## config.mk

```make
export PLATFORM = sky130hd
export DESIGN_NAME = lpx_ext_mode
export DESIGN_NICKNAME = d
export VERILOG_FILES = /design/src/core/lpx_pkg.sv /design/src/core/lpx_ext_mode.sv /design/src/core/lpx_bank_tracker.sv
export VERILOG_INCLUDE_DIRS = /design/src /design/src/core
export SDC_FILE = /design/constraint.sdc
export NUM_CORES = 1
export LEC_CHECK = 0
export BUFFER_PORTS_ARGS = -buffer_cell sky130_fd_sc_hd__buf_2
export CAP_MARGIN = 20
export CORE_MARGIN = 10
export CORE_UTILIZATION = 35
export CTS_BUF_LIST = sky130_fd_sc_hd__clkbuf_16
export CTS_CLUSTER_SIZE = 10
export DETAILED_ROUTE_END_ITERATION = 10
export GPL_ROUTABILITY_DRIVEN = 0
export PLACE_DENSITY = 0.64
export RECOVER_POWER = 25
export SYNTH_ARGS = -nofsm -noshare
export SYNTH_HDL_FRONTEND = slang
export SYNTH_SLANG_ARGS = --single-unit
```

## constraint.sdc

```tcl
create_clock -name clk_sys -period 2.99 [get_ports clk_sys]
set_input_delay 0.1495 -clock clk_sys [delete_from_list [all_inputs] [get_ports clk_sys]]
set_output_delay 0.1495 -clock clk_sys [all_outputs]
set_load 0.02 [all_outputs]
```

## src/core/lpx_regs.svh

```systemverilog
`ifndef LPX_REGS_SVH
`define LPX_REGS_SVH

// Bank-address selection during a mode-register-set command
`define LPX_BA_BASE          2'b00
`define LPX_BA_EXT           2'b10

// Reset contents of the two mode registers
`define LPX_BASE_RESET       12'h000
`define LPX_EXT_RESET        12'h018

// Field positions inside the extended register
`define LPX_COVER_LSB        0
`define LPX_COVER_MSB        2
`define LPX_TEMP_LSB         3
`define LPX_TEMP_MSB         4
`define LPX_DRIVE_LSB        5
`define LPX_DRIVE_MSB        6
`define LPX_RSVD_LSB         7
`define LPX_RSVD_MSB         11
`define LPX_RSVD_MASK        12'hf80

// Field encodings
`define LPX_TEMP_70C         2'b00
`define LPX_TEMP_45C         2'b01
`define LPX_TEMP_15C         2'b10
`define LPX_TEMP_85C         2'b11
`define LPX_COVER_ALL        3'h0
`define LPX_COVER_TWO        3'h1
`define LPX_COVER_ONE        3'h2
`define LPX_COVER_HALF       3'h5
`define LPX_COVER_QUARTER    3'h6
`define LPX_DRIVE_FULL       2'b00

// Burst length field of the base register
`define LPX_BL_LSB           0
`define LPX_BL_MSB           2
`define LPX_BL_FULL_PAGE     9'h100

// Timing
`define LPX_CLK_MHZ          10
`define LPX_CLK_PERIOD_NS    100
`define LPX_OFF_EXIT_US      200
`define LPX_OFF_EXIT_CYC     (`LPX_OFF_EXIT_US * `LPX_CLK_MHZ)
`define LPX_MRS_RECOVERY_NS  20
`define LPX_MRS_RECOVERY_CYC \
    ((`LPX_MRS_RECOVERY_NS + `LPX_CLK_PERIOD_NS - 1) / `LPX_CLK_PERIOD_NS)

// Self-refresh interval per temperature range, in clock cycles
`define LPX_SR_IVL_85C       16'd156
`define LPX_SR_IVL_70C       16'd312
`define LPX_SR_IVL_45C       16'd624
`define LPX_SR_IVL_15C       16'd1248

`endif

```

## src/core/lpx_pkg.sv

```systemverilog
package lpx_pkg;

    typedef struct packed {
        logic        cs_n;
        logic        ras_n;
        logic        cas_n;
        logic        we_n;
        logic [1:0]  ba;
        logic [11:0] addr;
    } lpx_cmd_t;

    typedef struct packed {
        logic [1:0] output_drive_level;
        logic [1:0] temp_scaled_refresh_rate;
        logic [2:0] partial_refresh_coverage;
    } lpx_settings_t;

    typedef enum logic [1:0] {
        LPX_NORMAL,
        LPX_SELF_REFRESH,
        LPX_SHUTDOWN
    } lpx_state_t;

    typedef enum logic [2:0] {
        LPX_OP_NOP,
        LPX_OP_ACT,
        LPX_OP_READ,
        LPX_OP_WRITE,
        LPX_OP_PRE,
        LPX_OP_REF,
        LPX_OP_MRS,
        LPX_OP_BST
    } lpx_op_t;

endpackage : lpx_pkg

```

## src/core/lpx_ext_mode.sv

```systemverilog
// Overview of operation
// - Mode-register-set bank bits 00 pick base register, 10 extended; 01 and 11 reserved.
// - Extended register holds its contents until rewritten or power is lost.
// - Bits four and three choose temperature range; self-refresh rate follows it.
// - Unchanged temperature field means 85 degrees and fastest self-refresh rate.
// - Coverage picks all banks, banks 0-1, bank 0, half or quarter bank 0.
// - Normal accesses reach every bank; self refresh refreshes only covered region.
// - Two-bank option loses banks 2-3; one-bank option loses banks 1-3.
// - Bits five and six set data pin drive level; default full strength.
// - Shutdown entered on CKE low, banks idle, CS and WE low, RAS CAS high.
// - Shutdown ends when CKE is raised.
// - Entering shutdown loses all stored data.
// - Unwritten register means full-array refresh, full drive, 85-degree temperature range.
`timescale 1ns/1ps
`default_nettype none
`include "lpx_regs.svh"

module lpx_ext_mode
    import lpx_pkg::*;
#(
    parameter int BANKS = 4
) (
    input  wire logic                  clk_sys,
    input  wire logic                  resetn,
    input  wire logic                  clk_en,
    input  wire logic                  mem_cke,
    input  wire lpx_pkg::lpx_cmd_t     mem_cmd,
    output lpx_pkg::lpx_settings_t     settings,
    output logic [11:0]                low_power_extension_settings,
    output logic [11:0]                base_operation_settings,
    output lpx_pkg::lpx_state_t        power_state,
    output logic                       array_shutdown_mode,
    output logic                       sr_tick,
    output logic [BANKS-1:0]           sr_bank_mask,
    output logic [BANKS-1:0]           bank_open,
    output logic [BANKS-1:0]           data_lost,
    output logic                       mrs_busy,
    output logic                       init_required,
    output logic                       cmd_ignored,
    output logic                       protocol_error
);
    import lpx_pkg::*;

    lpx_state_t     state_q;
    lpx_op_t        op;
    logic           cke_prev_q;
    logic [11:0]    ext_q;
    logic [11:0]    base_q;
    logic [8:0]     burst_left_q;
    logic [15:0]    sr_cnt_q;
    logic [15:0]    sr_ivl;
    logic           sr_tick_q;
    logic [11:0]    off_wait_q;
    logic [1:0]     mrs_wait_q;
    logic           init_req_q;
    logic           ignored_q;
    logic           err_q;
    logic           live;
    logic           all_idle;
    logic           mrs_ext;
    logic           mrs_base;
    logic           mrs_rsvd;
    logic           ext_wr;
    logic           sr_entry;
    logic           off_entry;
    logic [BANKS-1:0] cover_mask;
    logic [BANKS-1:0] lose_mask;

    // Command decode; a command counts only if CKE was high at the previous edge, except shutdown entry
    always_comb
    begin
        op = LPX_OP_NOP;
        if (!mem_cmd.cs_n)
        begin
            unique case ({mem_cmd.ras_n, mem_cmd.cas_n, mem_cmd.we_n})
                3'b011: op = LPX_OP_ACT;
                3'b101: op = LPX_OP_READ;
                3'b100: op = LPX_OP_WRITE;
                3'b010: op = LPX_OP_PRE;
                3'b001: op = LPX_OP_REF;
                3'b000: op = LPX_OP_MRS;
                3'b110: op = LPX_OP_BST;
                3'b111: op = LPX_OP_NOP;
            endcase
        end
    end

    assign live      = clk_en && cke_prev_q && mem_cke && (state_q == LPX_NORMAL);
    assign all_idle  = (bank_open == '0) && (burst_left_q == 9'h000);
    assign mrs_ext   = live && (op == LPX_OP_MRS) && (mem_cmd.ba == `LPX_BA_EXT);
    assign mrs_base  = live && (op == LPX_OP_MRS) && (mem_cmd.ba == `LPX_BA_BASE);
    assign mrs_rsvd  = live && (op == LPX_OP_MRS) && mem_cmd.ba[0];
    assign ext_wr    = mrs_ext && all_idle;
    assign sr_entry  = clk_en && cke_prev_q && !mem_cke && (state_q == LPX_NORMAL)
                       && (op == LPX_OP_REF) && all_idle;
    assign off_entry = clk_en && !mem_cke && (state_q == LPX_NORMAL) && all_idle
                       && (op == LPX_OP_BST);

    // Banks kept alive during self refresh for each coverage code
    always_comb
    begin
        unique case (ext_q[`LPX_COVER_MSB:`LPX_COVER_LSB])
            `LPX_COVER_TWO:     cover_mask = 4'h3;
            `LPX_COVER_ONE,
            `LPX_COVER_HALF,
            `LPX_COVER_QUARTER: cover_mask = 4'h1;
            default:            cover_mask = 4'hf;
        endcase
    end

    // Self-refresh interval follows the temperature range
    always_comb
    begin
        unique case (ext_q[`LPX_TEMP_MSB:`LPX_TEMP_LSB])
            `LPX_TEMP_70C: sr_ivl = `LPX_SR_IVL_70C;
            `LPX_TEMP_45C: sr_ivl = `LPX_SR_IVL_45C;
            `LPX_TEMP_15C: sr_ivl = `LPX_SR_IVL_15C;
            `LPX_TEMP_85C: sr_ivl = `LPX_SR_IVL_85C;
        endcase
    end

    // Uncovered banks are lost on self-refresh entry, all banks on shutdown entry
    assign lose_mask = off_entry ? {BANKS{1'b1}} :
                       sr_entry  ? ~cover_mask : '0;

    lpx_bank_tracker #(
        .BANKS     (BANKS)
    ) u_banks (
        .clk_sys   (clk_sys),
        .resetn    (resetn),
        .clk_en    (clk_en),
        .act_valid (live && (op == LPX_OP_ACT)),
        .pre_valid (live && (op == LPX_OP_PRE)),
        .pre_all   (mem_cmd.addr[10]),
        .wr_valid  (live && (op == LPX_OP_WRITE)),
        .bank      (mem_cmd.ba),
        .lose_mask (lose_mask),
        .bank_open (bank_open),
        .data_lost (data_lost)
    );

    always_ff @(posedge clk_sys or negedge resetn)
    begin
        if (!resetn)
            cke_prev_q <= 1'b0;
        else if (clk_en)
            cke_prev_q <= mem_cke;
    end

    // Extended register: reserved bits are stored as zero
    always_ff @(posedge clk_sys or negedge resetn)
    begin
        if (!resetn)
            ext_q <= `LPX_EXT_RESET;
        else if (clk_en && ext_wr)
            ext_q <= mem_cmd.addr & ~`LPX_RSVD_MASK;
    end

    always_ff @(posedge clk_sys or negedge resetn)
    begin
        if (!resetn)
            base_q <= `LPX_BASE_RESET;
        else if (clk_en && mrs_base && all_idle)
            base_q <= mem_cmd.addr;
    end

    // Burst tracking so that register writes can be refused mid-burst
    always_ff @(posedge clk_sys or negedge resetn)
    begin
        if (!resetn)
            burst_left_q <= 9'h000;
        else if (clk_en)
        begin
            if (live && ((op == LPX_OP_READ) || (op == LPX_OP_WRITE)))
            begin
                unique case (base_q[`LPX_BL_MSB:`LPX_BL_LSB])
                    3'h0:    burst_left_q <= 9'h001;
                    3'h1:    burst_left_q <= 9'h002;
                    3'h2:    burst_left_q <= 9'h004;
                    3'h3:    burst_left_q <= 9'h008;
                    default: burst_left_q <= `LPX_BL_FULL_PAGE;
                endcase
            end
            else if (live && ((op == LPX_OP_BST) || (op == LPX_OP_PRE)))
                burst_left_q <= 9'h000;
            else if (burst_left_q != 9'h000)
                burst_left_q <= burst_left_q - 9'h001;
        end
    end

    always_ff @(posedge clk_sys or negedge resetn)
    begin
        if (!resetn)
            state_q <= LPX_NORMAL;
        else if (clk_en)
        begin
            unique case (state_q)
                LPX_NORMAL:
                begin
                    if (off_entry)
                        state_q <= LPX_SHUTDOWN;
                    else if (sr_entry)
                        state_q <= LPX_SELF_REFRESH;
                end
                LPX_SELF_REFRESH:
                begin
                    if (mem_cke)
                        state_q <= LPX_NORMAL;
                end
                LPX_SHUTDOWN:
                begin
                    if (mem_cke)
                        state_q <= LPX_NORMAL;
                end
            endcase
        end
    end

    // Self-refresh oscillator
    always_ff @(posedge clk_sys or negedge resetn)
    begin
        if (!resetn)
        begin
            sr_cnt_q  <= 16'h0000;
            sr_tick_q <= 1'b0;
        end
        else if (clk_en)
        begin
            sr_tick_q <= 1'b0;
            if (state_q != LPX_SELF_REFRESH)
                sr_cnt_q <= 16'h0000;
            else if (sr_cnt_q >= sr_ivl - 16'h0001)
            begin
                sr_cnt_q  <= 16'h0000;
                sr_tick_q <= 1'b1;
            end
            else
                sr_cnt_q <= sr_cnt_q + 16'h0001;
        end
    end

    // Shutdown exit quiet period and the need for a fresh initialization
    always_ff @(posedge clk_sys or negedge resetn)
    begin
        if (!resetn)
        begin
            off_wait_q <= 12'h000;
            init_req_q <= 1'b0;
        end
        else if (clk_en)
        begin
            if ((state_q == LPX_SHUTDOWN) && mem_cke)
            begin
                off_wait_q <= 12'(`LPX_OFF_EXIT_CYC);
                init_req_q <= 1'b1;
            end
            else
            begin
                if (off_wait_q != 12'h000)
                    off_wait_q <= off_wait_q - 12'h001;
                if (ext_wr && (off_wait_q == 12'h000))
                    init_req_q <= 1'b0;
            end
        end
    end

    always_ff @(posedge clk_sys or negedge resetn)
    begin
        if (!resetn)
            mrs_wait_q <= 2'h0;
        else if (clk_en)
        begin
            if (ext_wr || (mrs_base && all_idle))
                mrs_wait_q <= 2'(`LPX_MRS_RECOVERY_CYC);
            else if (mrs_wait_q != 2'h0)
                mrs_wait_q <= mrs_wait_q - 2'h1;
        end
    end

    // Misuse is flagged; writes with reserved bits set and commands inside a wait period still act
    always_ff @(posedge clk_sys or negedge resetn)
    begin
        if (!resetn)
        begin
            ignored_q <= 1'b0;
            err_q     <= 1'b0;
        end
        else if (clk_en)
        begin
            ignored_q <= (state_q == LPX_SHUTDOWN) && !mem_cke
                         && (op != LPX_OP_NOP);
            err_q     <= mrs_rsvd
                         || (mrs_ext && !all_idle)
                         || (mrs_ext && ((mem_cmd.addr & `LPX_RSVD_MASK) != 12'h000))
                         || (live && (op != LPX_OP_NOP) && (mrs_wait_q != 2'h0))
                         || (live && (op != LPX_OP_NOP) && (off_wait_q != 12'h000))
                         || ((state_q == LPX_SHUTDOWN) && cke_prev_q && mem_cke);
        end
    end

    assign low_power_extension_settings       = ext_q;
    assign base_operation_settings            = base_q;
    assign settings.output_drive_level        = ext_q[`LPX_DRIVE_MSB:`LPX_DRIVE_LSB];
    assign settings.temp_scaled_refresh_rate  = ext_q[`LPX_TEMP_MSB:`LPX_TEMP_LSB];
    assign settings.partial_refresh_coverage  = ext_q[`LPX_COVER_MSB:`LPX_COVER_LSB];
    assign power_state                        = state_q;
    assign array_shutdown_mode                = (state_q == LPX_SHUTDOWN);
    assign sr_tick                            = sr_tick_q;
    assign sr_bank_mask = (state_q == LPX_SELF_REFRESH) ? cover_mask : '0;
    assign mrs_busy                           = (mrs_wait_q != 2'h0);
    assign init_required                      = init_req_q;
    assign cmd_ignored                        = ignored_q;
    assign protocol_error                     = err_q;

    chk_ext_write_taken: assert property (@(posedge clk_sys) disable iff (!resetn)
        ext_wr |=> ext_q == ($past(mem_cmd.addr) & ~`LPX_RSVD_MASK))
        else $error("extended write not stored");

    chk_reserved_bank_sel: assert property (@(posedge clk_sys) disable iff (!resetn)
        mrs_rsvd |=> $stable(ext_q) && $stable(base_q) && err_q)
        else $error("reserved bank select changed a register");

    chk_ext_hold_value: assert property (@(posedge clk_sys) disable iff (!resetn)
        !ext_wr |=> $stable(ext_q))
        else $error("extended register changed without a write");

    chk_busy_write_refused: assert property (@(posedge clk_sys) disable iff (!resetn)
        (mrs_ext && !all_idle) |=> $stable(ext_q) && err_q)
        else $error("write during activity not refused");

    chk_fast_refresh_rate: assert property (@(posedge clk_sys) disable iff (!resetn)
        (clk_en && state_q == LPX_SELF_REFRESH && sr_tick_q
         && ext_q[4:3] == `LPX_TEMP_85C) ##1 (clk_en && state_q == LPX_SELF_REFRESH)[*8]
        |-> !sr_tick_q)
        else $error("self-refresh tick too early");

    chk_cover_mask_map: assert property (@(posedge clk_sys) disable iff (!resetn)
        (state_q == LPX_SELF_REFRESH && ext_q[2:0] == `LPX_COVER_TWO)
        |-> sr_bank_mask == 4'h3)
        else $error("coverage mask wrong");

    chk_bank_loss_two: assert property (@(posedge clk_sys) disable iff (!resetn)
        (sr_entry && ext_q[2:0] == `LPX_COVER_TWO) |=> data_lost[3] && data_lost[2])
        else $error("banks two and three not marked lost");

    chk_drive_default: assert property (@(posedge clk_sys) disable iff (!resetn)
        $rose(resetn) |-> settings.output_drive_level == `LPX_DRIVE_FULL
                          && sr_ivl == `LPX_SR_IVL_85C)
        else $error("reset defaults wrong");

    chk_shutdown_entry: assert property (@(posedge clk_sys) disable iff (!resetn)
        off_entry |=> array_shutdown_mode && data_lost == 4'hf)
        else $error("shutdown not entered or data kept");

    chk_shutdown_exit: assert property (@(posedge clk_sys) disable iff (!resetn)
        (clk_en && array_shutdown_mode && mem_cke) |=> !array_shutdown_mode
        ##0 init_required)
        else $error("shutdown exit missed");

    chk_shutdown_ignore: assert property (@(posedge clk_sys) disable iff (!resetn)
        (clk_en && array_shutdown_mode && !mem_cke && op == LPX_OP_ACT)
        |=> cmd_ignored && array_shutdown_mode && $stable(bank_open))
        else $error("command acted on in shutdown");

endmodule : lpx_ext_mode

`default_nettype wire

```

## src/core/lpx_bank_tracker.sv

```systemverilog
`timescale 1ns/1ps
`default_nettype none

module lpx_bank_tracker
    import lpx_pkg::*;
#(
    parameter int BANKS = 4
) (
    input  wire logic             clk_sys,
    input  wire logic             resetn,
    input  wire logic             clk_en,
    input  wire logic             act_valid,
    input  wire logic             pre_valid,
    input  wire logic             pre_all,
    input  wire logic             wr_valid,
    input  wire logic [1:0]       bank,
    input  wire logic [BANKS-1:0] lose_mask,
    output logic      [BANKS-1:0] bank_open,
    output logic      [BANKS-1:0] data_lost
);

    genvar gi;
    generate
        for (gi = 0; gi < BANKS; gi++)
        begin : g_bank
            logic hit;
            assign hit = (bank == 2'(gi));

            always_ff @(posedge clk_sys or negedge resetn)
            begin
                if (!resetn)
                    bank_open[gi] <= 1'b0;
                else if (clk_en)
                begin
                    if (act_valid && hit)
                        bank_open[gi] <= 1'b1;
                    else if (pre_valid && (pre_all || hit))
                        bank_open[gi] <= 1'b0;
                end
            end

            // Loss wins over a fresh write in the same cycle
            always_ff @(posedge clk_sys or negedge resetn)
            begin
                if (!resetn)
                    data_lost[gi] <= 1'b0;
                else if (clk_en)
                begin
                    if (lose_mask[gi])
                        data_lost[gi] <= 1'b1;
                    else if (wr_valid && hit)
                        data_lost[gi] <= 1'b0;
                end
            end
        end
    endgenerate

endmodule : lpx_bank_tracker

`default_nettype wire

```

==> impl_summary.txt <==
----------------------------------------------------
[Status]
  Outcome ... complete, but fails checks
  Violations in the final reports ... capacitance limit, slew limit

[Critical path]
  Startpoint type of the worst setup path ... register
  Worst path top cell family by delay ... compound AO/OA/AOI/OAI gates
  Worst path buffer plus inverter count ... 2
  CP Cell Sequence ... inv_1 -> ha_1 -> inv_1 -> ha_1 -> ha_1 -> o21a_1 -> o311ai_1 -> nand3_2 -> o311ai_0
  Worst-path fanout max ... 9
  Data required time of the worst path ... 3.21 ns
  Critical path's largest stage delay ... 0.57 ns
  Most used cell along the critical path ... ha_1
  Arrival time reported for the critical path endpoint ... 2.97 ns
  Critical path's slowest cell ... dfstp_2
  CP Class ... register to register
  Worst setup EP type ... register

[Placement]
  DP Area ... 4617 µm²
  Half-perimeter wire length after placement ... 7867 µm
  Post-placement worst setup slack ... 0.1629 ns
  Number of port buffers ... 67

[Logic synthesis]
  Share of the synthesized area in the top cell type ... 0.4248
  Primary flip-flop cell chosen by synthesis mapping ... dfrtp_1
  Cell taking the most area after synthesis ... dfrtp_1
  Dominant cells by area after synthesis ... dfrtp_1 (42%), ha_1 (6.9%), mux2_2 (5.7%)
  Synthesized netlist cell count ... 433
  Synth unique cells ... 66
  Netlist area before placement ... 4183 µm²
  Fraction of the yosys area taken by sequential cells ... 0.4373
  Number of flops mapped to enable cells by yosys ... 0
  Count of warnings emitted by yosys ... 0
  Mean cell area of the mapped netlist ... 9.660 µm²
  Number of storage elements in the synthesis netlist ... 73
  Async S/R FF share, synth ... 1.000

[STA]
  Actual slew at the worst max-slew pin ... 1.815 ns
  Count of final max-slew check failures ... 74
  Worst setup skew after layout ... 0.007624 ns
  Achievable clock frequency ... 362.7 MHz
  Setup slack after layout ... 0.2331 ns
  Hold Fails Final Rpt ... 0
  Setup Viol. Count Final ... 0
  Max-slew headroom ... -0.2102
  Final critical path time including I/O delays and setup ... 2.757 ns
  Crit share post-route ... 0.9220

[Clock network]
  Clk Latency, worst-skew pair ... 0.34 ns
  # hold bufs at CTS ... 0
  Clock net sink count ... 73
  Setup fix buffers added after clock tree synthesis ... 0
  TritonCTS Buffers ... 9
  Master cell of the clock root buffer ... clkbuf_16
  H-tree levels ... 3
  Max Buffers Root-to-Sink ... 2
  Worst-path clk slew ... 0.06 ns
  Clock tree from TritonCTS ... yes

[Detailed routing]
  Count of routing violations after the opening detailed-route iteration ... 187
  Count of vias placed by the detailed router ... 3512
  DR vias/cell ... 5.453
  Drt first pass iters ... 5
  Count of antenna-violating nets left after detailed routing ... 0
  DRC violations left ... 0
  Sum of routed wire length over all layers ... 10610 µm
  Routed wire per std cell ... 16.48 µm

[Global route]
  Maximum number of pins on one net before global-route repair ... 74
  Final global-route overflow total ... 0
  Number of antenna violations at the first check in global routing ... 0
  Total global routing track utilization ... 0.1311
  Number of global-route vias before repair ... 3587
  First-pass GRT wire length ... 17660 µm

[Floorplanning]
  I/O pin total ... 73
  Height of the die ... 129.3 µm
  Rows ... 39
  Die footprint ... 16720 µm²
  Core Box Area ... 11560 µm²
  Initial cell density of the core ... 0.3617
  Die width ... 129.3 µm

[Pwr]
  Peak supply drop ... 348.7 µV
  Final Power ... 3.391 mW
  Leakage power ... 2.415 nW
  PD cells ... 685.8 nW/µm²

[Finish]
  Leading cell type in the layout, fill and taps excluded ... dfrtp_1
  Final layout net count ... 541
  Most frequent cells in the layout ... dfrtp_1 (71), buf_2 (67), nand2_1 (34)
  Ant. Diodes ... 0
  Final cell area excluding filler cells ... 4945 µm²
  Layout area overhead ... 18.22%
  Fraction of layout cells with a size suffix above 1 ... 0.2455

[Min path]
  Worst min-delay path class ... input port to register

[Run]
  Number of violations of the max-capacitance limit ... 1

----------------------------------------------------
-- report_power, final --
| part | leakage [nW] | switching, mW | total, mW | internal, mW |
|---|---|---|---|---|
| Clock | 0.161 | 0.443 | 1.18 | 0.739 |
| Sequential | 0.964 | 0.199 | 1.37 | 1.17 |
| Combinational | 1.29 | 0.509 | 0.843 | 0.335 |
| Total | 2.41 | 1.15 | 3.39 | 2.24 |
-- registers in the layout, indices dropped and copies added (netlist names), 2 cells and up --
| signal | count |
|---|---|
| sr_cnt_q | 16 |
| base_operation_settings | 12 |
| off_wait_q | 12 |
| burst_left_q | 9 |
| low_power_extension_settings | 7 |
| u_banks.bank_open | 4 |
| u_banks.data_lost | 4 |
| mrs_wait_q | 2 |
| power_state | 2 |
-- stage by stage --
stage,TNS (ns),utilization,hold WS [ns],cells
after floorplan,0,-,-0.1461,437
after global placement,0,0.3992,0.3922,628
after detailed placement,0,0.3992,0.4012,628
after CTS,0,0.4274,0.04264,644
after global routing,-0.05346,0.4276,0.04993,644
final,0,0.4276,0.05087,644
-- worst reg2reg max path, cell delays in order (launching register included) --
cell	delay [ns]
dfstp_2	0.57
inv_1	0.07
ha_1	0.19
inv_1	0.08
ha_1	0.24
ha_1	0.27
o21a_1	0.18
o311ai_1	0.37
nand3_2	0.28
o311ai_0	0.40
-- Yosys cell counts, types with 4 or more instances --
cell type	instances
a31oi_1	8
nor3_1	10
inv_1	30
xor2_1	10
buf_4	14
nand4_1	13
o22ai_1	6
nor2_1	32
ha_1	23
o22a_1	4
nor4_1	5
clkbuf_1	9
o21ai_0	26
a211oi_1	4
nand2_1	34
mux2_2	21
nor2b_1	8
nand3_1	21
nor3b_1	4
a21oi_1	11
dfrtp_1	71
-- path summary, 6_finish.rpt --
check	start	end	slack [ns]	cells past startpoint
worst max register to register	low_power_extension_settings[3]	sr_cnt_q[8]	0.23	9
worst min register to register	cmd_ignored	cmd_ignored	0.50	1
worst max-delay path	low_power_extension_settings[3]	sr_cnt_q[8]	0.23	9
worst min-delay path	mem_cmd[9]	base_operation_settings[9]	0.05	2
max in group asynchronous	resetn	off_wait_q[6]	1.53	2
min in group asynchronous	resetn	base_operation_settings[0]	0.36	2
-- final cells by class --
| class | count | area (µm²) |
|---|---|---|
| Multi-Input combinational cell | 307 | 2110 |
| Inverter | 31 | 116.4 |
| Fill cell | 1097 | 6620 |
| Clock inverter | 7 | 100.1 |
| Tap cell | 143 | 178.9 |
| Timing Repair Buffer | 74 | 385.4 |
| Sequential cell | 73 | 1829 |
| Clock buffer | 9 | 225.2 |
-- logic make-up (layout without fill, tap and decap cells) --
| family | after synthesis | after routing | synth area share |
|---|---|---|---|
| AO/OA/AOI/OAI | 85 | 85 | 0.1340 |
| XOR/XNOR | 11 | 11 | 0.02303 |
| adder cells (fa/ha/maj) | 23 | 23 | 0.06880 |
| buffers and inverters | 57 | 121 | 0.06431 |
| flip-flops | 73 | 73 | 0.4373 |
| multiplexers | 22 | 22 | 0.05893 |
| other | 2 | 6 | 0.001795 |
| AND/OR/NAND/NOR | 160 | 160 | 0.2118 |
-- layer usage --
| metal | part of all wire | GRT usage |
|---|---|---|
| met1 | 0.48 | 0.1725 |
| met3 | 0.066 | 0.03140 |
| met4 | 0.026 | 0.06689 |
| met5 | 0 | 0 |
| met2 | 0.43 | 0.1966 |
-- repair_timing --
action,in CTS,in global routing
gates resized for setup,0,2
endpoints found under the hold margin,0,0
setup endpoints to repair,0,3
Power figures use the tool's default switching activity.
